**config.mk**
```make
export PLATFORM = sky130hd
export DESIGN_NAME = ttem_timer
export DESIGN_NICKNAME = d
export VERILOG_FILES = /design/src/ttem_pkg.sv /design/src/ttem_edge_if.sv /design/src/ttem_pin_sync.sv /design/src/ttem_timer.sv
export VERILOG_INCLUDE_DIRS = /design/src
export SDC_FILE = /design/constraint.sdc
export NUM_CORES = 1
export LEC_CHECK = 0
export CAP_MARGIN = 20
export CELL_PAD_IN_SITES_DETAIL_PLACEMENT = 1
export CELL_PAD_IN_SITES_GLOBAL_PLACEMENT = 2
export CORE_ASPECT_RATIO = 0.75
export CORE_MARGIN = 10
export CORE_UTILIZATION = 40
export CTS_CLUSTER_DIAMETER = 150
export CTS_CLUSTER_SIZE = 25
export DETAILED_ROUTE_END_ITERATION = 10
export DONT_BUFFER_PORTS = 1
export PLACE_DENSITY = 0.9
export SYNTH_ARGS = -nofsm -noshare
export SYNTH_HDL_FRONTEND = slang
export SYNTH_SLANG_ARGS = --single-unit
```
**constraint.sdc**
```tcl
create_clock -name pclk -period 3.3 [get_ports pclk]
set_input_delay 0.66 -clock pclk [delete_from_list [all_inputs] [get_ports pclk]]
set_output_delay 0.66 -clock pclk [all_outputs]
set_load 0.005 [all_outputs]
```
**src/ttem_cfg.svh**
```systemverilog
// Register offsets, field positions, reset values and timing constants of the timer channel
`ifndef TTEM_CFG_SVH
`define TTEM_CFG_SVH

`define TTEM_CSR_OFF        12'h000
`define TTEM_LOAD_OFF       12'h004
`define TTEM_CMP_OFF        12'h008
`define TTEM_CAPT_OFF       12'h00c
`define TTEM_CNT_OFF        12'h010

`define TTEM_BIT_EN         0
`define TTEM_BIT_OVF_IE     1
`define TTEM_BIT_CMP_IE     2
`define TTEM_BIT_MODE_LO    4
`define TTEM_BIT_MODE_HI    7
`define TTEM_BIT_INV        8
`define TTEM_BIT_TRM        9
`define TTEM_BIT_PSC_SEL    10
`define TTEM_BIT_OVF_FLAG   20
`define TTEM_BIT_CMP_FLAG   21

`define TTEM_CSR_RESET      24'h000000
`define TTEM_CNT_RESET      24'h000000
`define TTEM_EXT_SYNC_STAGES 2

`endif

```
**src/ttem_pkg.sv**
```systemverilog
// Types shared by the timer channel files
package ttem_pkg;

  typedef enum logic [3:0] {
    TTEM_MODE_GPIO    = 4'h0,
    TTEM_MODE_PULSE   = 4'h1,
    TTEM_MODE_TOGGLE  = 4'h2,
    TTEM_MODE_EVENT   = 4'h3,
    TTEM_MODE_WIDTH   = 4'h4,
    TTEM_MODE_PERIOD  = 4'h5,
    TTEM_MODE_CAPTURE = 4'h6
  } ttem_mode_e;

  typedef enum logic [3:0] {
    TTEM_ST_IDLE  = 4'b0001,
    TTEM_ST_LOAD  = 4'b0010,
    TTEM_ST_WAIT  = 4'b0100,
    TTEM_ST_RUN   = 4'b1000
  } ttem_state_e;

  typedef logic [23:0] ttem_word_t;

endpackage

```
**src/ttem_edge_if.sv**
```systemverilog
// Edge-detector hand-over between the timer core and its pin sampler
`timescale 1ns/10ps
interface ttem_edge_if;
  logic pin_level;
  logic rise;
  logic fall;
  modport sampler (output pin_level, output rise, output fall);
  modport core    (input  pin_level, input  rise, input  fall);
endinterface

```
**src/ttem_pin_sync.sv**
```systemverilog
// Pin synchroniser with edge detection on the settled level
`timescale 1ns/10ps
module ttem_pin_sync #(
  parameter int STAGES = 2
) (
  // Clock and reset
  input  wire logic pclk,
  input  wire logic presetn,
  // Raw pin
  input  wire logic pin_in,
  // Synchronised result
  ttem_edge_if.sampler edge_out
);
  import ttem_pkg::*;

  if (STAGES < 2) begin : g_chk
    $error("ttem_pin_sync needs at least two stages");
  end

  typedef struct packed {
    logic [STAGES-1:0] chain;
    logic              prev;
  } ttem_sync_s;

  ttem_sync_s st;
  ttem_sync_s next_st;

  always_comb begin
    next_st       = st;
    next_st.chain = {st.chain[STAGES-2:0], pin_in};
    next_st.prev  = st.chain[STAGES-1];
  end

  always_ff @(posedge pclk or negedge presetn) begin
    if (!presetn) begin
      st <= '0;
    end else begin
      st <= next_st;
    end
  end

  assign edge_out.pin_level = st.chain[STAGES-1];
  assign edge_out.rise      = st.chain[STAGES-1] & ~st.prev;
  assign edge_out.fall      = ~st.chain[STAGES-1] & st.prev;
endmodule

```
**src/ttem_timer.sv**
```systemverilog
// Timer channel: toggle, event count, width, period and capture modes behind APB
//
// How it works
// - Mode 2 drives the pin as output, toggling from the internal clock.
// - On enable in toggle mode the pin output starts at the invert bit.
// - Toggle mode match inverts pin, sets compare flag, interrupt if enabled.
// - After match in modes 2/3, reload on next tick if reload set, else count on.
// - Software sets load to compare minus X plus one with reload set for toggles X cycles apart.
// - Modes 2 and 3 with reload set repeat count, compare, reload until enable clears.
// - Mode 3 takes the pin as input and counts events up to compare.
// - Mode 3 counts pin edges or prescaler ticks, chosen by a control bit.
// - The pin passes a synchroniser before it advances the counter.
// - Mode 3 counts falling edges with invert set, rising edges otherwise.
// - Measured counts may be off by one tick from synchronising the pin.
// - Mode 4 waits for a start edge, loads counter, counts clocks.
// - Width start edge is falling with invert set, rising otherwise.
// - Width end edge captures, sets compare flag, interrupts; stops counter if reload set.
// - Width mode with reload reloads on next start edge, else counts on.
// - Mode 5 measures between same-polarity edges chosen by invert bit.
// - Period first edge loads counter; next edge captures and flags.
// - Period mode restarts with reload set, else counts on and wraps at overflow.
// - Mode 6 counts from enable to first edge, then flags, halts, captures.
// - Capture end edge is falling with invert set, rising otherwise.
// - Mode field sits at control bits 7 to 4.
// - Enable clears the counter, then loads the load value on first tick, or on the start edge in modes 4 and 5.
// - Overflow sets overflow flag and interrupt when enabled.
// - Compare flag clears by writing one, or by interrupt service.
//
// Implementation choices: the register offsets and the APB register port.
`timescale 1ns/10ps
`include "ttem_cfg.svh"
module ttem_timer #(
  parameter int WIDTH = 24
) (
  // Clock and reset
  input  wire logic           pclk,
  input  wire logic           presetn,
  // APB slave
  input  wire logic           psel,
  input  wire logic           penable,
  input  wire logic           pwrite,
  input  wire logic [11:0]    paddr,
  input  wire logic [31:0]    pwdata,
  output logic      [31:0]    prdata,
  output logic                pready,
  output logic                pslverr,
  // Prescaler tick and interrupt service acknowledges
  input  wire logic           prescale_tick,
  input  wire logic           cmp_irq_ack,
  input  wire logic           ovf_irq_ack,
  // Timer pin
  input  wire logic           timer_io_pin_i,
  output logic                timer_io_pin_o,
  output logic                timer_io_pin_oe,
  // Interrupt requests
  output logic                cmp_irq,
  output logic                ovf_irq
);
  import ttem_pkg::*;

  if (WIDTH != 24) begin : g_chk
    $error("ttem_timer supports only a 24-bit counter");
  end

  // ----------------------------------------------------------------
  // State
  // ----------------------------------------------------------------
  typedef struct packed {
    logic         timer_enable_bit;
    logic         overflow_irq_enable;
    logic         compare_irq_enable;
    logic [3:0]   timer_mode_field;
    logic         io_polarity_invert;
    logic         reload_on_match;
    logic         prescale_select;
    logic         compare_flag;
    logic         overflow_flag;
    ttem_word_t   load_value_reg;
    ttem_word_t   compare_value_reg;
    ttem_word_t   count_capture_reg;
    ttem_word_t   counter;
    ttem_state_e  state;
    logic         reload_pend;
    logic         pin_out;
    logic [31:0]  rdata;
  } ttem_state_s;

  ttem_state_s st;
  ttem_state_s next_st;

  ttem_edge_if pin_edges ();

  ttem_pin_sync #(
    .STAGES (`TTEM_EXT_SYNC_STAGES)
  ) u_pin_sync (
    .pclk     (pclk),
    .presetn  (presetn),
    .pin_in   (timer_io_pin_i),
    .edge_out (pin_edges.sampler)
  );

  // ----------------------------------------------------------------
  // Combinational helpers
  // ----------------------------------------------------------------
  logic       apb_wr;
  logic       apb_rd;
  logic       start_edge;
  logic       end_edge;
  logic       tick;
  logic       mode_known;
  logic [23:0] csr_view;
  logic       wr_hit;

  always_comb begin
    apb_wr     = psel & penable & pwrite;
    apb_rd     = psel & ~penable & ~pwrite;
    start_edge = st.io_polarity_invert ? pin_edges.fall : pin_edges.rise;
    end_edge   = st.io_polarity_invert ? pin_edges.rise : pin_edges.fall;
    mode_known = (st.timer_mode_field == TTEM_MODE_TOGGLE) || (st.timer_mode_field == TTEM_MODE_EVENT) ||
                 (st.timer_mode_field == TTEM_MODE_WIDTH) || (st.timer_mode_field == TTEM_MODE_PERIOD) ||
                 (st.timer_mode_field == TTEM_MODE_CAPTURE);
    // Event mode tick: external pin edge or prescaler output; others count pclk
    if (st.timer_mode_field == TTEM_MODE_EVENT) begin
      tick = st.prescale_select ? prescale_tick : start_edge;
    end else begin
      tick = 1'b1;
    end
    csr_view = '0;
    csr_view[`TTEM_BIT_EN]                            = st.timer_enable_bit;
    csr_view[`TTEM_BIT_OVF_IE]                        = st.overflow_irq_enable;
    csr_view[`TTEM_BIT_CMP_IE]                        = st.compare_irq_enable;
    csr_view[`TTEM_BIT_MODE_HI:`TTEM_BIT_MODE_LO]     = st.timer_mode_field;
    csr_view[`TTEM_BIT_INV]                           = st.io_polarity_invert;
    csr_view[`TTEM_BIT_TRM]                           = st.reload_on_match;
    csr_view[`TTEM_BIT_PSC_SEL]                       = st.prescale_select;
    csr_view[`TTEM_BIT_OVF_FLAG]                      = st.overflow_flag;
    csr_view[`TTEM_BIT_CMP_FLAG]                      = st.compare_flag;
    wr_hit = (paddr == `TTEM_CSR_OFF) || (paddr == `TTEM_LOAD_OFF) || (paddr == `TTEM_CMP_OFF) ||
             (paddr == `TTEM_CAPT_OFF) || (paddr == `TTEM_CNT_OFF);
  end

  // ----------------------------------------------------------------
  // Next state
  // ----------------------------------------------------------------
  always_comb begin
    logic was_en;
    logic set_cmp;
    logic set_ovf;
    logic [24:0] inc;
    was_en  = st.timer_enable_bit;
    set_cmp = 1'b0;
    set_ovf = 1'b0;
    inc     = {1'b0, st.counter} + 25'h0000001;
    next_st = st;

    // Counter engine
    if (!st.timer_enable_bit || !mode_known) begin
      next_st.state = TTEM_ST_IDLE;
    end else begin
      case (st.state)
        TTEM_ST_IDLE: begin
          next_st.counter = `TTEM_CNT_RESET;
          next_st.pin_out = st.io_polarity_invert;
          if ((st.timer_mode_field == TTEM_MODE_WIDTH) || (st.timer_mode_field == TTEM_MODE_PERIOD)) begin
            next_st.state = TTEM_ST_WAIT;
          end else begin
            next_st.state = TTEM_ST_LOAD;
          end
        end
        TTEM_ST_LOAD: begin
          if (tick) begin
            next_st.counter = st.load_value_reg;
            next_st.state   = TTEM_ST_RUN;
          end
        end
        TTEM_ST_WAIT: begin
          if (start_edge) begin
            next_st.counter = st.load_value_reg;
            next_st.state   = TTEM_ST_RUN;
          end
        end
        TTEM_ST_RUN: begin
          case (st.timer_mode_field)
            TTEM_MODE_TOGGLE, TTEM_MODE_EVENT: begin
              if (tick) begin
                if (st.reload_pend) begin
                  next_st.counter     = st.load_value_reg;
                  next_st.reload_pend = 1'b0;
                end else begin
                  next_st.counter = inc[23:0];
                  set_ovf         = inc[24];
                  if (inc[23:0] == st.compare_value_reg) begin
                    set_cmp             = 1'b1;
                    next_st.reload_pend = st.reload_on_match;
                    if (st.timer_mode_field == TTEM_MODE_TOGGLE) begin
                      next_st.pin_out = ~st.pin_out;
                    end
                  end
                end
              end
            end
            TTEM_MODE_WIDTH: begin
              if (end_edge) begin
                next_st.count_capture_reg = st.counter;
                set_cmp                   = 1'b1;
                next_st.state             = st.reload_on_match ? TTEM_ST_WAIT : TTEM_ST_RUN;
                if (!st.reload_on_match) begin
                  next_st.counter = inc[23:0];
                  set_ovf         = inc[24];
                end
              end else begin
                next_st.counter = inc[23:0];
                set_ovf         = inc[24];
              end
            end
            TTEM_MODE_PERIOD: begin
              next_st.counter = inc[23:0];
              set_ovf         = inc[24];
              if (start_edge) begin
                next_st.count_capture_reg = st.counter;
                set_cmp                   = 1'b1;
                if (st.reload_on_match) begin
                  next_st.counter = st.load_value_reg;
                  set_ovf         = 1'b0;
                end
              end
            end
            default: begin
              // Capture: counts from enable, halts at the start edge
              if (start_edge) begin
                next_st.count_capture_reg = st.counter;
                set_cmp                   = 1'b1;
                next_st.state             = TTEM_ST_WAIT;
              end else begin
                next_st.counter = inc[23:0];
                set_ovf         = inc[24];
              end
            end
          endcase
        end
        default: begin
          next_st.state = TTEM_ST_IDLE;
        end
      endcase
    end
    // Capture halt parks in WAIT; keep it from restarting
    if ((st.timer_mode_field == TTEM_MODE_CAPTURE) && (st.state == TTEM_ST_WAIT)) begin
      next_st.state   = TTEM_ST_WAIT;
      next_st.counter = st.counter;
    end

    // Register writes
    if (apb_wr) begin
      if (paddr == `TTEM_CSR_OFF) begin
        next_st.timer_enable_bit    = pwdata[`TTEM_BIT_EN];
        next_st.overflow_irq_enable = pwdata[`TTEM_BIT_OVF_IE];
        next_st.compare_irq_enable  = pwdata[`TTEM_BIT_CMP_IE];
        next_st.timer_mode_field    = pwdata[`TTEM_BIT_MODE_HI:`TTEM_BIT_MODE_LO];
        next_st.io_polarity_invert  = pwdata[`TTEM_BIT_INV];
        next_st.reload_on_match     = pwdata[`TTEM_BIT_TRM];
        next_st.prescale_select     = pwdata[`TTEM_BIT_PSC_SEL];
        if (pwdata[`TTEM_BIT_CMP_FLAG]) begin
          next_st.compare_flag = 1'b0;
        end
        if (pwdata[`TTEM_BIT_OVF_FLAG]) begin
          next_st.overflow_flag = 1'b0;
        end
        if (!was_en && pwdata[`TTEM_BIT_EN]) begin
          next_st.state       = TTEM_ST_IDLE;
          next_st.reload_pend = 1'b0;
        end
      end else if (paddr == `TTEM_LOAD_OFF) begin
        next_st.load_value_reg = pwdata[23:0];
      end else if (paddr == `TTEM_CMP_OFF) begin
        next_st.compare_value_reg = pwdata[23:0];
      end
    end
    if (cmp_irq_ack) begin
      next_st.compare_flag = 1'b0;
    end
    if (ovf_irq_ack) begin
      next_st.overflow_flag = 1'b0;
    end
    // Hardware set wins over a same-cycle clear
    if (set_cmp) begin
      next_st.compare_flag = 1'b1;
    end
    if (set_ovf) begin
      next_st.overflow_flag = 1'b1;
    end

    // Read data captured in the setup phase
    if (apb_rd) begin
      if (paddr == `TTEM_CSR_OFF) begin
        next_st.rdata = {8'h00, csr_view};
      end else if (paddr == `TTEM_CMP_OFF) begin
        next_st.rdata = {8'h00, st.compare_value_reg};
      end else if (paddr == `TTEM_CAPT_OFF) begin
        next_st.rdata = {8'h00, st.count_capture_reg};
      end else if (paddr == `TTEM_CNT_OFF) begin
        next_st.rdata = {8'h00, st.counter};
      end else begin
        next_st.rdata = 32'h00000000;
      end
    end
  end

  always_ff @(posedge pclk or negedge presetn) begin
    if (!presetn) begin
      st                     <= '0;
      st.timer_mode_field    <= 4'(`TTEM_CSR_RESET >> `TTEM_BIT_MODE_LO);
      st.state               <= TTEM_ST_IDLE;
    end else begin
      st <= next_st;
    end
  end

  // ----------------------------------------------------------------
  // Outputs
  // ----------------------------------------------------------------
  assign prdata          = st.rdata;
  assign pready          = 1'b1;
  assign pslverr         = psel & penable & ~wr_hit;
  assign timer_io_pin_o  = st.pin_out;
  assign timer_io_pin_oe = st.timer_enable_bit && (st.timer_mode_field == TTEM_MODE_TOGGLE);
  assign cmp_irq         = st.compare_flag & st.compare_irq_enable;
  assign ovf_irq         = st.overflow_flag & st.overflow_irq_enable;
endmodule

```
Word level (Yosys, flattened, before mapping)

Cells that the tools add are included.

Bits in registers: 149
Bits of input ports: 53
Output and inout port bits: 38
Word-level logic and storage cells: 172

Add/sub/neg operators: 1
Equal/unequal tests: 26
Mux-type cells: 71
Bitwise gates (word level): 20
Reduce and logical (&&, ||, !) cells: 35

Operators by type and width:

| cell                    | number |
|---|---|
| $mux W24                | 15 |
| $pmux W24 S3            | 2 |
| $mux W48                | 2 |
| $pmux W24 S4            | 1 |
| $mux W28                | 2 |
| $mux W50                | 1 |
| $mux W1                 | 29 |
| $add A24 B1 Y25 const B | 1 |
| $eq A12 B4 Y1 const B   | 2 |
| $eq A24 B24 Y1          | 1 |
| $mux W4                 | 5 |
| $ne A2 B2 Y1 const B    | 9 |
| $reduce_bool A3 Y1      | 6 |
| $eq A4 B3 Y1 const B    | 4 |
| $pmux W4 S4             | 1 |
| $mux W5                 | 3 |
| $eq A12 B3 Y1 const B   | 1 |
| $eq A12 B5 Y1 const B   | 1 |
| $eq A4 B2 Y1 const B    | 3 |
| $logic_not A12 Y1       | 1 |
| $not A1 Y1              | 11 |
| $logic_or A1 B1 Y1      | 10 |
| $mux W2                 | 5 |
| $and A1 B1 Y1           | 9 |
| other kinds (21)        | 28 |

Logic depth before layout (Yosys ltp)

Gate-level depths: netlist of run 1.

Depth in word-level cells: 12
Depth in mapped cells: 11
Gate-level depth less buffers: 9

By module

From an unflattened synthesis of run 1, not the netlist that was laid out.

Cell total of the unflattened synthesis: 834
Area total of the unflattened synthesis: 7847.5 um^2

By module, submodules not included:

| module        | instances | cells an instance | area an instance (um^2) | sequential area each (um^2) |
|---|---|---|---|---|
| ttem_timer    | 1         | 829               | 7757.4                  | 3454.6 |
| ttem_pin_sync | 1         | 5                 | 90.1                    | 75.1 |

Least setup slack after synthesis of run 1

Ideal clock, no wire load.

Path kind: register -> register
From: register st[38] (netlist name)
To: register st (netlist bit timer_io_pin_o)
Arrival: 2846 ps
Required time: 3171 ps
Path slack: 325 ps
Stages on the path, launching flop included: 11
Path buffers: 1
Clock period less this slack: 2975 ps
Path through: dfrtp_1 ha_1 nand4_4 or3_1 buf_6 nor2_8 xnor2_1 or4_4 or4_4 nor4b_2 nor3_1

Longest elaborated chain between the ends: 4

Ends and longest elaborated chain:

| element                     | RTL line          | text |
|---|---|---|
| from (decl)                 | ttem_timer.sv:88  | `ttem_state_s st;` |
| from (signal assigned)      | ttem_timer.sv:314 | `st <= next_st;` |
| $add A24 B1 Y25             | ttem_timer.sv:153 | `inc = {1'b0, st.counter} + 25'h0000001;` |
| $eq A24 B24 Y1              | ttem_timer.sv:192 | `if (inc[23:0] == st.compare_value_reg) begin` |
| $ne A2 B2 Y1 (no line)      | n/a               |  |
| $reduce_and A7 Y1 (no line) | n/a               |  |

Every way passes these cells.
A chain may end at the register's enable or synchronous reset.

Final worst setup path of run 1

From: register st[42] (netlist name)
To: register st (netlist bit timer_io_pin_o)

Same word-level chain as after synthesis.

==> results, run 1 <==
- The run finished, with violations left.
- The final reports fail on hold timing.
- The HPWL after detailed placement is 18800 um.
- The number of antenna diodes in the final layout is 0.
- For the final routed database, the setup TNS stands at 0 ns.
- The remaining design rule violation count is 0.
- The share of total power dissipated in sequential elements is a little over two fifths.
- In the detailed route, the total length drawn on met3 is 2410 um.
- The post-route netlist has 18.0% of its cells at a drive strength greater than 1.
- The share of total power consumed by net switching is a little over a fifth.
- Summing the areas of all xor and xnor instances in the mapped netlist gives under 10% of the synthesized area.
- The non-filler instance count after layout is between 1000 and 1500.
- The library cells used most frequently in the layout, excluding fill and tap cells, are sky130_fd_sc_hd__dfrtp_1, sky130_fd_sc_hd__nand2_1, sky130_fd_sc_hd__o21ai_0.
- Entering global routing, the biggest net connects around 140 pins.
- Setup repair after global routing left no endpoint under its margin.
- Setup violations remaining at the end of the flow were counted as 0.
- The first-pass detailed-route iteration total is 5.
- The clock arrives with approximately 0.0077 ns of skew.
- Global routing finished with a remaining overflow of 0.
- The share of the synthesized area in compound gates (AO/OA/AOI/OAI) is 12.8%.
- Across all hold checks on the routed design, the worst slack comes to -0.0773 ns.
- In the synthesized netlist, the number of instances is roughly 890.
- The detailed router put a total of ~13000 um of wire on met1.
- STA classifies the critical path startpoint as a flip-flop.
- The site row count is 44.
- By area, the combinational part of the netlist is dominated by simple AND/OR/NAND/NOR gates.
- The initial antenna violation count was 0.
- The total placed cells including tap cells is 1090.
- The maximum cell stage delay along the critical path is 0.68 ns.
- The critical path runs through a total of 8 cells.
- The internal cell power is slightly above 3000 uW.
- The final route contains 6720 vias.
- The kind of path behind the tightest hold check is input pin to asynchronous set/reset pin.
- The wire length of the first global-routing pass is 41900 um.
- The share of synthesized registers carrying an async set or reset is 100%.
- The core region area is between 15000 and 20000 um^2.
- The total of warnings raised by yosys is 0.
- The total track usage is between 20% and 30%.
- The clock-pin slew on the worst setup and hold paths is around 0.06 ns.
- The mean instance size in the synthesized netlist is roughly 9.1 um^2.
- The max capacitance violation total is 0.
- The number of hold-slack violations in the final timing report is 140.
- From bottom edge to top edge, the die measures 143 um.
- The insertion delay to the later sink of the worst-skew pair is between 0.4 and 0.5 ns.
- The kind of cell with the highest combined delay on the critical path is simple AND/OR/NAND/NOR gates.
- In this run the clock root is driven by a sky130_fd_sc_hd__clkbuf_16.
- The average routed wire per standard cell is about 24 um.
- The CTS tree is yes.
- The worst path buffer plus inverter count is 0.
- The combinational cell fraction of total power is less than 1%.
- STA puts the critical path data required time at around 3.6 ns.
- In this run the power density over the cells is 443 nW/um^2.
- The placed standard-cell area is slightly above 8000 um^2.
- The x dimension of the die is 184 um.
- The setup path with the least slack is of type flip-flop to flip-flop.
- The fraction of the mapped netlist area in simple logic gates is roughly 22%.
- The leading register cell type out of synthesis is sky130_fd_sc_hd__dfrtp_1.
- The clock passes through at most 2 buffers.
- The detailed router finished its first iteration with about 520 violations.
- The clock drives approximately 140 sinks.
- The via count of the first global-routing pass was roughly 6800.
- The portion of synthesized area spent on multiplexers is between 10% and 20%.
- Once layout is done, the placed cells without fillers occupy ~9000 um^2.
- The area growth from synthesis to layout is 10.7%.
- The routed design uses 11600 um of met2 wire.
- In this run, synthesis produced a sequential element count of about 140.
- The proportion of power drawn by the clock network is a little under three fifths.
- The library cell used most frequently in the layout, excluding fill and tap cells, is sky130_fd_sc_hd__dfrtp_1.
- Summed over all cells, the static leakage comes to between 0.003 and 0.004 uW.
- The number of slew-limit violations in the final report came to 0.
- The max-slew headroom at the worst pin is between 50% and 60%.
- The number of cells traversed by the worst register-to-register path is 8.
- The routability congestion estimate from global placement is between 0.8 and 0.9.
- The data arrival time of the worst path is between 3 and 4 ns.
- The signal on the critical path passes through nand2_1, or4_1, nor3_1, nand2_1, a211o_1, or4_4, nor4b_2, nor3_1.
- The library cell contributing the largest single delay on the critical path is sky130_fd_sc_hd__or4_1.
- At the pin with the least slew margin, the transition time is 0.705 ns.
- The netlist uses 66 different library cells.
- The die covers about 26000 um^2.
- For this configuration, the core starts out at a cell density of slightly above 40%.
- Summing the areas of all fa, ha and maj instances in the mapped netlist gives less than 1% of the synthesized area.
- STA classifies the critical path endpoint as a flip-flop.
- The synthesized design contains 0 enable-type register cells.
- In this run the top signal layer used is met4.
- After detailed routing, the total wire length is 27300 um.
- The worst path needs about 3.1 ns of the cycle, external delays included.
- The portion of the post-synthesis area used by sequential elements is a little over two fifths.
- Buffers inserted during clock tree synthesis total 17.
- The switching power total is roughly 850 uW.
- The final layout contains roughly 900 nets.
- The remaining number of nets flagged by the antenna check after routing is 0.
- The routed via count divided by cell count is around 6.
- The highest attainable clock frequency is ~330 MHz.
- The count of buffers inserted at the top-level ports is 0.
- In this run the count of I/O pins placed on the die edge is a little over 90.
- The H-tree was split into 4 levels.
- The portion of the clock cycle consumed by the worst path in the final layout is about 93%.
- In this run the cell area of the synthesized design comes to roughly 8100 um^2.
- In this run the worst path has a maximum fanout of 9.
- IR analysis of the VDD net gives a maximum drop of about 0.24 mV.
==> path summary, 6_finish.rpt <==
kind	end	slack, ns	from
min in group pclk	u_pin_sync.next_st[2]	0.26	timer_io_pin_i
worst min register to register	u_pin_sync.edge_out.pin_level	0.36	u_pin_sync.next_st[2]
worst max register to register	timer_io_pin_o	0.23	st[42]
worst max-delay path	timer_io_pin_o	0.23	st[42]
worst min-delay path	prdata[7]	-0.08	presetn
max in group asynchronous	st[76]	3.12	presetn
==> sequential cells by signal, indices dropped and copies added, names as in the netlist <==
signal,flops
csr_view,12
timer_io_pin_o,1
prdata,24
u_pin_sync.next_st,1
u_pin_sync.edge_out.pin_level,1
st,101
u_pin_sync.st,1
==> metrics by stage <==
stage / util, % / total power (uW) / worst slack (ns)
2_1_floorplan: - / 1810 / 0.325
3_3_place_gp: 42.1 / 1800 / 0.278
3_5_place_dp: 42.1 / 1800 / 0.218
4_1_cts: 45.4 / 3990 / 0.189
5_1_grt: 45.5 / 4050 / 0.0309
6_report: 45.5 / 3950 / 0.232
==> synthesized netlist by cell type, types with 3 or more instances <==
library cell,instances,area (um^2)
sky130_fd_sc_hd__nor4_1,13,81.3
sky130_fd_sc_hd__or4_1,5,37.5
sky130_fd_sc_hd__a21oi_1,33,165
sky130_fd_sc_hd__xnor2_1,24,210
sky130_fd_sc_hd__xor2_1,12,105
sky130_fd_sc_hd__nand2b_1,14,87.6
sky130_fd_sc_hd__a31oi_1,7,43.8
sky130_fd_sc_hd__and2_1,5,31.3
sky130_fd_sc_hd__nor2_1,59,221
sky130_fd_sc_hd__and3_1,13,81.3
sky130_fd_sc_hd__nand4_1,10,62.6
sky130_fd_sc_hd__dfrtp_1,140,3500
sky130_fd_sc_hd__or2_2,3,18.8
sky130_fd_sc_hd__inv_1,5,18.8
sky130_fd_sc_hd__buf_4,37,278
sky130_fd_sc_hd__nor3b_1,11,82.6
sky130_fd_sc_hd__a221oi_1,12,105
sky130_fd_sc_hd__o21ai_1,3,15.0
sky130_fd_sc_hd__nand3b_1,3,22.5
sky130_fd_sc_hd__o31ai_1,5,37.5
sky130_fd_sc_hd__nand3_1,36,180
sky130_fd_sc_hd__buf_2,9,45.0
sky130_fd_sc_hd__clkbuf_1,49,184
sky130_fd_sc_hd__nand2_1,116,435
sky130_fd_sc_hd__o21ai_0,91,455
sky130_fd_sc_hd__mux2i_1,18,180
sky130_fd_sc_hd__nor3_1,28,140
sky130_fd_sc_hd__nor2b_1,12,75.1
sky130_fd_sc_hd__mux2_2,59,664
==> power by group through the flow <==
stage               Combinational, uW  Clock (uW)  Sequential, uW
finish                           32.2        2180            1730
global route                     35.4        2280            1730
CTS                              31.5        2220            1730
detailed placement               31.4           0            1770
global placement                 30.9           0            1770
floorplan                        40.3           0            1770
==> routing by layer <==
layer  track usage, %  vias to the layer above
li1                 -                     3034
met1             30.5                     3421
met2             29.8                      242
met3             5.58                       23
met4             4.82                        0
met5                0                        -
==> final cells by class <==
cell class / count / area, um^2
inverter: 5 / 18.8
tap: 253 / 317
clock inverter: 15 / 236
sequential: 141 / 3530
timing repair buffer: 44 / 343
clock buffer: 17 / 425
multi-input combinational: 649 / 4060
fill: 2222 / 10700
==> timing repair <==
action,in CTS,in global routing
endpoints found under the setup margin,0,2
endpoints found under the hold margin,140,140
buffers inserted,0,2
resized for setup,0,2
==> cells by family after synthesis <==
logic type               count (synthesis)
AND/OR/NAND/NOR                        349
other                                    2
adder cells (fa/ha/maj)                  1
multiplexers                            77
XOR/XNOR                                36
buffers and inverters                  103
AO/OA/AOI/OAI                          177
flip-flops                             141
No activity file was read; power rests on OpenSTA's default activity.
==> inputs of run 2 (changes only) <==
--- a/config.mk
+++ b/config.mk
@@ -6,17 +6,18 @@
 export SDC_FILE = /design/constraint.sdc
 export NUM_CORES = 1
 export LEC_CHECK = 0
+export ABC_AREA = 1
 export CAP_MARGIN = 20
 export CELL_PAD_IN_SITES_DETAIL_PLACEMENT = 1
 export CELL_PAD_IN_SITES_GLOBAL_PLACEMENT = 2
 export CORE_ASPECT_RATIO = 0.75
 export CORE_MARGIN = 10
-export CORE_UTILIZATION = 40
+export CORE_UTILIZATION = 37
 export CTS_CLUSTER_DIAMETER = 150
 export CTS_CLUSTER_SIZE = 25
 export DETAILED_ROUTE_END_ITERATION = 10
 export DONT_BUFFER_PORTS = 1
-export PLACE_DENSITY = 0.9
+export PLACE_DENSITY_LB_ADDON = 0.25
 export SYNTH_ARGS = -nofsm -noshare
 export SYNTH_HDL_FRONTEND = slang
 export SYNTH_SLANG_ARGS = --single-unit
==> run 2 against run 1 <==
Total power shrank 5.1%. Clock-buffer cell count grew 2. Final area grew 2.8%. Global-route usage shrank 1.3 points. Critical path type unchanged. Final cell count grew 27%. Sequential cell count is the same. Routed wire length grew 4.8%. Non-clock buffer count shrank 28. Die area grew 12%. Largest power group unchanged. The flow still finishes with violations (hold timing). Largest cell class unchanged. Utilization shrank 4.4 points.
==> results, run 2 <==
- The clock root buffer master is sky130_fd_sc_hd__clkbuf_16.
- The routed via count divided by cell count is 5.24 (-12%).
- The total clock buffers created by CTS is 17 (unchanged).
- The via count of the first global-routing pass came to 7807 (+15%).
- The final wirelength is 28500 um (+4.8%).
- On the critical path the largest part of the delay comes from simple AND/OR/NAND/NOR gates.
- Setup repair after global routing left no endpoint under its margin.
- The clock skew was 0.00983 ns (+0.00216 ns).
- The highest attainable clock frequency is 380 MHz (+16%).
- The number of slew-limit violations in the final report was 0 (unchanged).
- The mean instance size in the synthesized netlist is 7.35 um^2 (-19%).
- The checks that failed: hold timing.
- The x dimension of the die is 195 um (+5.8%).
- The worst ir drop on vdd is 0.343 mV (+42%).
- The flip-flop and latch count after synthesis is 141 (unchanged).
- The worst setup path is launched from a flip-flop.
- The H-tree level count came to 4 (unchanged).
- The total leakage power is 0.00429 uW (+8.8%).
- The number of hold-slack violations in the final timing report is 140 (unchanged).
- The cell count after synthesis is 1151 (+30%).
- The initial core utilization came to 38.0% (-3.2 points).
- The library cell contributing the largest single delay on the critical path is sky130_fd_sc_hd__dfrtp_1.
- The data arrival time of the worst path is 3.01 ns (-0.37 ns).
- The portion of the clock cycle consumed by the worst path in the final layout is 79.8% (-13 points).
- The worst hold slack after final layout came to -0.0794 ns (-0.00215 ns).
- The kind of path behind the tightest hold check is input pin to asynchronous set/reset pin.
- The share of total power consumed by net switching is 22.7% (+1.2 points).
- The portion of the post-synthesis area used by sequential elements is 41.7% (-2.0 points).
- The critical path required time is 3.67 ns (+0.06 ns).
- The total of warnings raised by yosys is 0 (unchanged).
- The final count of negative-setup-slack endpoints was 0 (unchanged).
- The unique cell type count in the Yosys netlist is 55 (-17%).
- The final net count came to 1178 (+29%).
- The insertion delay to the later sink of the worst-skew pair is 0.44 ns (about the same).
- The first-pass detailed-route iteration total came to 5 (unchanged).
- The share of power burned in registers is 46.3% (+2.4 points).
- The count of buffers inserted at the top-level ports is 0 (unchanged).
- The total congestion overflow is 0 (unchanged).
- The remaining design rule violation count is 0 (unchanged).
- The maximum cell stage delay along the critical path is 0.47 ns (-0.21 ns).
- The power density over the cells is 408 nW/um^2 (-7.7%).
- The proportion of power drawn by the clock network is 52.6% (-2.7 points).
- The kind of end point of the critical path is a flip-flop.
- The top fanout value on the critical path was 9 (unchanged).
- The leading register cell type out of synthesis is sky130_fd_sc_hd__dfrtp_1.
- The fraction of layout instances using a drive strength above 1 is 10.4% (-7.6 points).
- The switching power total came to 851 uW (+0.27%).
- The violation count after the first detailed-routing iteration is 502 (-3.6%).
- The remaining number of nets flagged by the antenna check after routing is 0 (unchanged).
- The maximum buffer depth of the clock tree is 2 (unchanged).
- In this design, the critical path's most frequently occurring cell is sky130_fd_sc_hd__nand2_1.
- The most common cell after layout, fill and taps aside is sky130_fd_sc_hd__nand2_1.
- The type of the setup path with the least slack is flip-flop to flip-flop.
- The post-cts resize count came to 0 (unchanged).
- The placed standard-cell area is 8590 um^2 (+4.2%).
- The vertical extent of the die is 151 um (+5.6%).
- The top cell type's share of synthesized area is 41.4% (-2.0 points).
- The post-route setup TNS was 0 ns (unchanged).
- The final period demand of the worst path was 2.63 ns (-0.433 ns).
- The flow ran to the end, but the final reports show violations.
- The most common cell in the netlist is sky130_fd_sc_hd__nand2_1.
- The register with the highest flop count is st.
- The clock-pin slew on the worst setup and hold paths is 0.07 ns (about the same).
- The worst path buffer plus inverter count is 0 (unchanged).
- The signal on the critical path passes through ha_1, nand2_2, nor2_8, nand3_4, nand2_1, nand3_1, nand2_1, nand2_1, nor2_1, nand2_1, nor2_2, nand3_1, nand2_1, nand3_1, nand2_1.
- The number of flops mapped to enable cells by yosys came to 0 (unchanged).
- The library cell with the largest summed area after synthesis is sky130_fd_sc_hd__dfrtp_1.
- The worst-margin pin slew is 0.745 ns (+0.0400 ns).
- The wire length of the first global-routing pass is 45100 um (+7.7%).
- The total half-perimeter wirelength after legalization and detailed placement is 20700 um (+10%).
- The number of flip-flops under the largest register name is 101 (unchanged).
- The core region area came to 22300 um^2 (+14%).
- The combinational cell fraction of total power is 1.2% (+0.4 points).
- The average routed wire per standard cell came to 20.0 um (-18%).
- Yosys attributes the largest share of cell area to sky130_fd_sc_hd__dfrtp_1, sky130_fd_sc_hd__nand2_1, sky130_fd_sc_hd__o21ai_0, sky130_fd_sc_hd__inv_1, sky130_fd_sc_hd__nand3_1.
- The max-slew headroom at the worst pin is 50.2% (-2.8 points).
- The number of clock sinks seen by CTS is 141 (unchanged).
- The routability congestion estimate from global placement was 0.891 (+0.77%).
- The area added between synthesis and finish is 8.47%.
- The CTS tree is yes.
- The share of synthesized registers carrying an async set or reset was 100% (unchanged).
- The overall die area was 29400 um^2 (+12%).
- The max capacitance violation total is 0 (unchanged).
- The final total power is 3750 uW (-5.1%).
- The commonest cells after synthesis are sky130_fd_sc_hd__nand2_1, sky130_fd_sc_hd__inv_1, sky130_fd_sc_hd__o21ai_0.
- The number of primary I/O pins is 91 (unchanged).
- The site row count is 47 (+6.8%).
- The initial antenna violation count is 1 (+1).
- The number of diodes added for antenna fixing is 0 (unchanged).
- The internal cell power is 2900 uW (-6.6%).
- The maximum number of pins on one net before global-route repair came to 142 (unchanged).
- The via total after detailed routing is 7487 (+11%).
- The total track usage is 19.6% (-1.3 points).
- The library cells used most frequently in the layout, excluding fill and tap cells, are sky130_fd_sc_hd__nand2_1, sky130_fd_sc_hd__inv_1, sky130_fd_sc_hd__o21ai_0.
- The final design instance area without fill came to 9180 um^2 (+2.8%).
- The area of the mapped netlist is 8460 um^2 (+4.9%).
-- run 2: cell types whose count changed after synthesis, sizes merged, moves of 41 or more --
cell	change
nand2	+191
nand3	+64
inv	+154
nor2	+41
mux2	-44
o21ai	+52
-- run 2: worst register-to-register path, stage by stage, from the launching register on --
cell and delay, ns:
sky130_fd_sc_hd__dfrtp_1 0.47, sky130_fd_sc_hd__ha_1 0.28, sky130_fd_sc_hd__nand2_2 0.13, sky130_fd_sc_hd__nor2_8 0.26
sky130_fd_sc_hd__nand3_4 0.19, sky130_fd_sc_hd__nand2_1 0.12, sky130_fd_sc_hd__nand3_1 0.08, sky130_fd_sc_hd__nand2_1 0.15
sky130_fd_sc_hd__nand2_1 0.07, sky130_fd_sc_hd__nor2_1 0.19, sky130_fd_sc_hd__nand2_1 0.10, sky130_fd_sc_hd__nor2_2 0.19
sky130_fd_sc_hd__nand3_1 0.11, sky130_fd_sc_hd__nand2_1 0.08, sky130_fd_sc_hd__nand3_1 0.08, sky130_fd_sc_hd__nand2_1 0.07
-- run 2: routing by layer --
metal | track usage, % | vias up | share of wire [%]
met5 | 0 | - | 0
met4 | 4.72 | 0 | 0.96
met3 | 3.62 | 21 | 4.0
met2 | 29.7 | 108 | 44
met1 | 28.2 | 3718 | 51
li1 | - | 3640 | -
-- run 2: final timing paths --
path,start,slack (ns),depth (start not counted),endpoint
setup / recovery,st[39],0.67,15,timer_io_pin_o
hold / removal,presetn,-0.08,0,prdata[19]
setup reg to reg,st[39],0.67,15,timer_io_pin_o
hold reg to reg,u_pin_sync.next_st[2],0.38,0,u_pin_sync.edge_out.pin_level
max in group asynchronous,presetn,3.14,0,st[34]
min in group pclk,timer_io_pin_i,0.25,0,u_pin_sync.next_st[2]
-- run 2: cells by family after synthesis --
logic type | synth area share [%]
mux | 2.00
other cells | 0.0888
flops | 41.7
fa+ha+maj | 0.148
xor+xnor | 0.207
buf+inv | 11.9
compound gates | 14.7
simple gates | 29.2
-- run 2: layout make-up --
type / instances / area [um^2]
Inverter: 160 / 602
Fill cell: 2772 / 13100
Timing Repair Buffer: 16 / 120
Sequential cell: 141 / 3530
Multi-Input combinational cell: 788 / 3970
Clock inverter: 12 / 138
Clock buffer: 19 / 453
Tap cell: 294 / 368
-- run 2: power groups by stage --
stage                     clock network, uW  logic [uW]  registers, uW
after CTS                              2020        43.4           1730
after floorplan                           0        38.4           1770
after global placement                    0        42.4           1770
final                                  1970        43.3           1730
after global routing                   2080        49.2           1730
after detailed placement                  0        43.0           1770
-- run 2: metrics by stage --
step / worst slack (ns) / utilization [%] / instances
floorplan: 0.822 / - / 1158
global placement: 0.726 / 38.5 / 1399
detailed placement: 0.702 / 38.5 / 1399
CTS: 0.703 / 41.2 / 1430
global route: 0.461 / 41.2 / 1430
finish: 0.665 / 41.2 / 1430
-- run 2: what timing repair did --
item                       4_1_cts  5_1_grt
hold endpoints to repair       140      140
buffers inserted                 0        0
setup endpoints to repair        0        0
==> inputs of run 3 (changes only) <==
--- a/config.mk
+++ b/config.mk
@@ -12,7 +12,7 @@
 export CELL_PAD_IN_SITES_GLOBAL_PLACEMENT = 2
 export CORE_ASPECT_RATIO = 0.75
 export CORE_MARGIN = 10
-export CORE_UTILIZATION = 37
+export CORE_UTILIZATION = 33
 export CTS_CLUSTER_DIAMETER = 150
 export CTS_CLUSTER_SIZE = 25
 export DETAILED_ROUTE_END_ITERATION = 10
==> constraint.sdc (replaced) <==
create_clock -name pclk -period 2.3 [get_ports pclk]
set_input_delay 0.46 -clock pclk [delete_from_list [all_inputs] [get_ports pclk]]
set_output_delay 0.46 -clock pclk [all_outputs]
set_load 0.005 [all_outputs]
==> run 3 against run 2 <==
The run ends with hold timing, setup timing left. Final area rose by 11%. First-iteration DRC count fell by 3.8%. Combinational power rose by 59%. Sequential cell count did not move. Setup slack got worse by 0.67 ns.
==> results, run 3 (synthesis gave the netlist of run 2 again) <==
- The flow ran to the end, but the final reports show violations.
- The final reports fail on hold timing, setup timing.
- Setup repair after global routing could not meet its margin everywhere.
- The critical path required time is 2.67 ns (-1.00 ns).
- The number of primary I/O pins was 91 (unchanged).
- The fraction of layout instances using a drive strength above 1 is 18.4% (+8.1 points).
- The remaining design rule violation count is 0 (unchanged).
- The first-pass detailed-route iteration total came to 5 (unchanged).
- The data arrival time of the worst path was 2.67 ns (-0.34 ns).
- The total placed cells including tap cells is 1491 (+6.6%).
- The via count of the first global-routing pass is 8075 (+3.4%).
- The overall die area was 32500 um^2 (+11%).
- The largest individual stage delay along the critical path comes from the cell sky130_fd_sc_hd__dfrtp_1.
- The setup slack of the worst register-to-register path came to -0.0002 ns (-0.67 ns).
- The clock root buffer master is sky130_fd_sc_hd__clkbuf_16.
- The endpoint of the worst setup timing path is timer_io_pin_o.
- The top fanout value on the critical path is 5 (-4).
- The highest attainable clock frequency was 435 MHz (+15%).
- The initial core utilization is 33.7% (-4.2 points).
- The violation count after the first detailed-routing iteration came to 483 (-3.8%).
- The worst flop-to-flop path endpoint is timer_io_pin_o.
- The worst-margin pin slew was 0.565 ns (-0.180 ns).
- Walking the worst path, the cells encountered are ha_2, nand2_4, nor2_8, buf_4, nand3_4, inv_1, nand2_1, nand3_1, nand2_2, nand2_1, nor2_1, nand2_1, nor2_4, nand3_1, nand2_1, nand3_1, nand2_1.
- The most numerous cell type found on the critical path is sky130_fd_sc_hd__nand2_1.
- The area added between synthesis and finish is 20.0%.
- The average routed wire per standard cell is 20.7 um (+3.5%).
- The final wirelength came to 31900 um (+12%).
- The kind of end point of the critical path is a flip-flop.
- Leaving out fill and tap cells, the most frequent cell in the layout is sky130_fd_sc_hd__nand2_1.
- The H-tree level count is 4 (unchanged).
- The total half-perimeter wirelength after legalization and detailed placement came to 22500 um (+8.4%).
- The routed via count divided by cell count was 5.10 (-2.5%).
- The number of cells traversed by the worst register-to-register path was 17 (+2).
- The site row count came to 50 (+6.4%).
- The total leakage power is 0.00476 uW (+11%).
- The register with the highest flop count is st.
- The number of slew-limit violations in the final report is 0 (unchanged).
- The top cell types in the final layout, fill and taps aside, are sky130_fd_sc_hd__nand2_1, sky130_fd_sc_hd__inv_1, sky130_fd_sc_hd__o21ai_0.
- The clock skew is 0.0107 ns (+0.000888 ns).
- The max capacitance violation total came to 0 (unchanged).
- The worst reg2reg path startpoint is st[38].
- The first element of the critical path is st[38].
- The total clock buffers created by CTS is 17 (unchanged).
- The vertical extent of the die is 159 um (+5.1%).
- The non-filler instance count after layout is 1543 (+7.9%).
- The count of buffers inserted at the top-level ports was 0 (unchanged).
- The number of hold-slack violations in the final timing report came to 141 (+0.71%).
- The x dimension of the die is 205 um (+5.3%).
- The total congestion overflow came to 0 (unchanged).
- The clock-pin slew on the worst setup and hold paths is 0.07 ns (about the same).
- The max-slew headroom at the worst pin is 62.0% (+12 points).
- The number of flip-flops under the largest register name was 101 (unchanged).
- The final net count is 1245 (+5.7%).
- The final period demand of the worst path is 2.30 ns (-0.335 ns).
- The kind of start point of the critical path is a flip-flop.
- The final count of negative-setup-slack endpoints is 1 (+1).
- The maximum buffer depth of the clock tree came to 2 (unchanged).
- The portion of the clock cycle consumed by the worst path in the final layout is 100% (+20 points).
- The worst hold slack after final layout was -0.276 ns (-0.196 ns).
- The power density over the cells came to 562 nW/um^2 (+38%).
- The worst ir drop on vdd came to 0.485 mV (+41%).
- The maximum cell stage delay along the critical path came to 0.41 ns (-0.06 ns).
- The number of clock sinks seen by CTS is 141 (unchanged).
- The via total after detailed routing is 7873 (+5.2%).
- The placement-stage worst setup slack is 0.00358 ns (-0.699 ns).
- The initial antenna violation count is 0 (-1).
- The insertion delay to the later sink of the worst-skew pair is 0.44 ns (about the same).
- The post-route setup TNS is -0.000186 ns (-0.000186 ns).
- The remaining number of nets flagged by the antenna check after routing was 0 (unchanged).
- The routability congestion estimate from global placement is 0.867 (-2.6%).
- The wire length of the first global-routing pass came to 47400 um (+5.2%).
- The total track usage came to 19.1% (-0.47 points).
- The core region area is 25100 um^2 (+13%).
- The path class of the tightest hold or removal check is input pin to asynchronous set/reset pin.
- The maximum number of pins on one net before global-route repair is 142 (unchanged).
- The setup slack after layout was -0.000186 ns (-0.665 ns).
- The type of the setup path with the least slack is flip-flop to flip-flop.
- TritonCTS built the clock tree.
[run 3: layout make-up]
type	count	area, um^2
Tap cell	338	423
Clock inverter	13	210
Antenna cell	1	2.50
Inverter	160	603
Fill cell	3049	14900
Clock buffer	19	443
Multi-Input combinational cell	788	4120
Sequential cell	141	3530
Timing Repair Buffer	83	818
[run 3: routing by layer]
| layer | wire (um) | up-vias | GRT usage, % |
|---|---|---|---|
| li1 | - | 3776 | - |
| met1 | 16300 | 3939 | 27.7 |
| met2 | 14000 | 145 | 28.9 |
| met3 | 1400 | 13 | 3.64 |
| met4 | 177 | 0 | 3.81 |
| met5 | 0 | - | 0 |
[run 3: how the worst min path moves through the flow]
stage,from,to,slack (ns),cells past startpoint
3_5_place_dp,presetn,prdata[22],0.17,0
4_1_cts,presetn,prdata[14],-0.30,0
3_3_place_gp,presetn,prdata[17],0.17,0
2_1_floorplan,presetn,csr_view[0],0.16,0
5_1_grt,presetn,st[52],-0.30,0
6_report,presetn,prdata[22],-0.28,0
[run 3: power breakdown]
part / internal, uW / switching [uW] / leakage, uW
logic: 20.8 / 48.1 / 0.00255
clock network: 1960 / 1180 / 0.000314
registers: 2480 / 3.11 / 0.00190
total: 4470 / 1240 / 0.00476
[run 3: stage by stage]
step	utilization [%]	cell area [um^2]	power, uW	hold slack, ns
6_report	40.5	10100	5700	-0.276
5_1_grt	40.4	10100	5890	-0.297
4_1_cts	39.1	9810	5770	-0.297
3_5_place_dp	36.3	9110	2600	0.174
3_3_place_gp	36.3	9110	2600	0.174
2_1_floorplan	-	8490	2590	0.164
[run 3: repair_timing]
action	in CTS	in global routing
resized for setup	3	52
gates cloned	0	4
setup endpoints to repair	2	50
endpoints found under the hold margin	141	141
buffers inserted	4	11
pin swaps	3	28
[run 3: critical path, delay by kind of cell (launching register included)]
| family | cells | cell delay [ns] |
|---|---|---|
| fa+ha+maj | 1 | 0.22 |
| flops | 1 | 0.41 |
| buf+inv | 2 | 0.22 |
| simple gates | 14 | 1.37 |
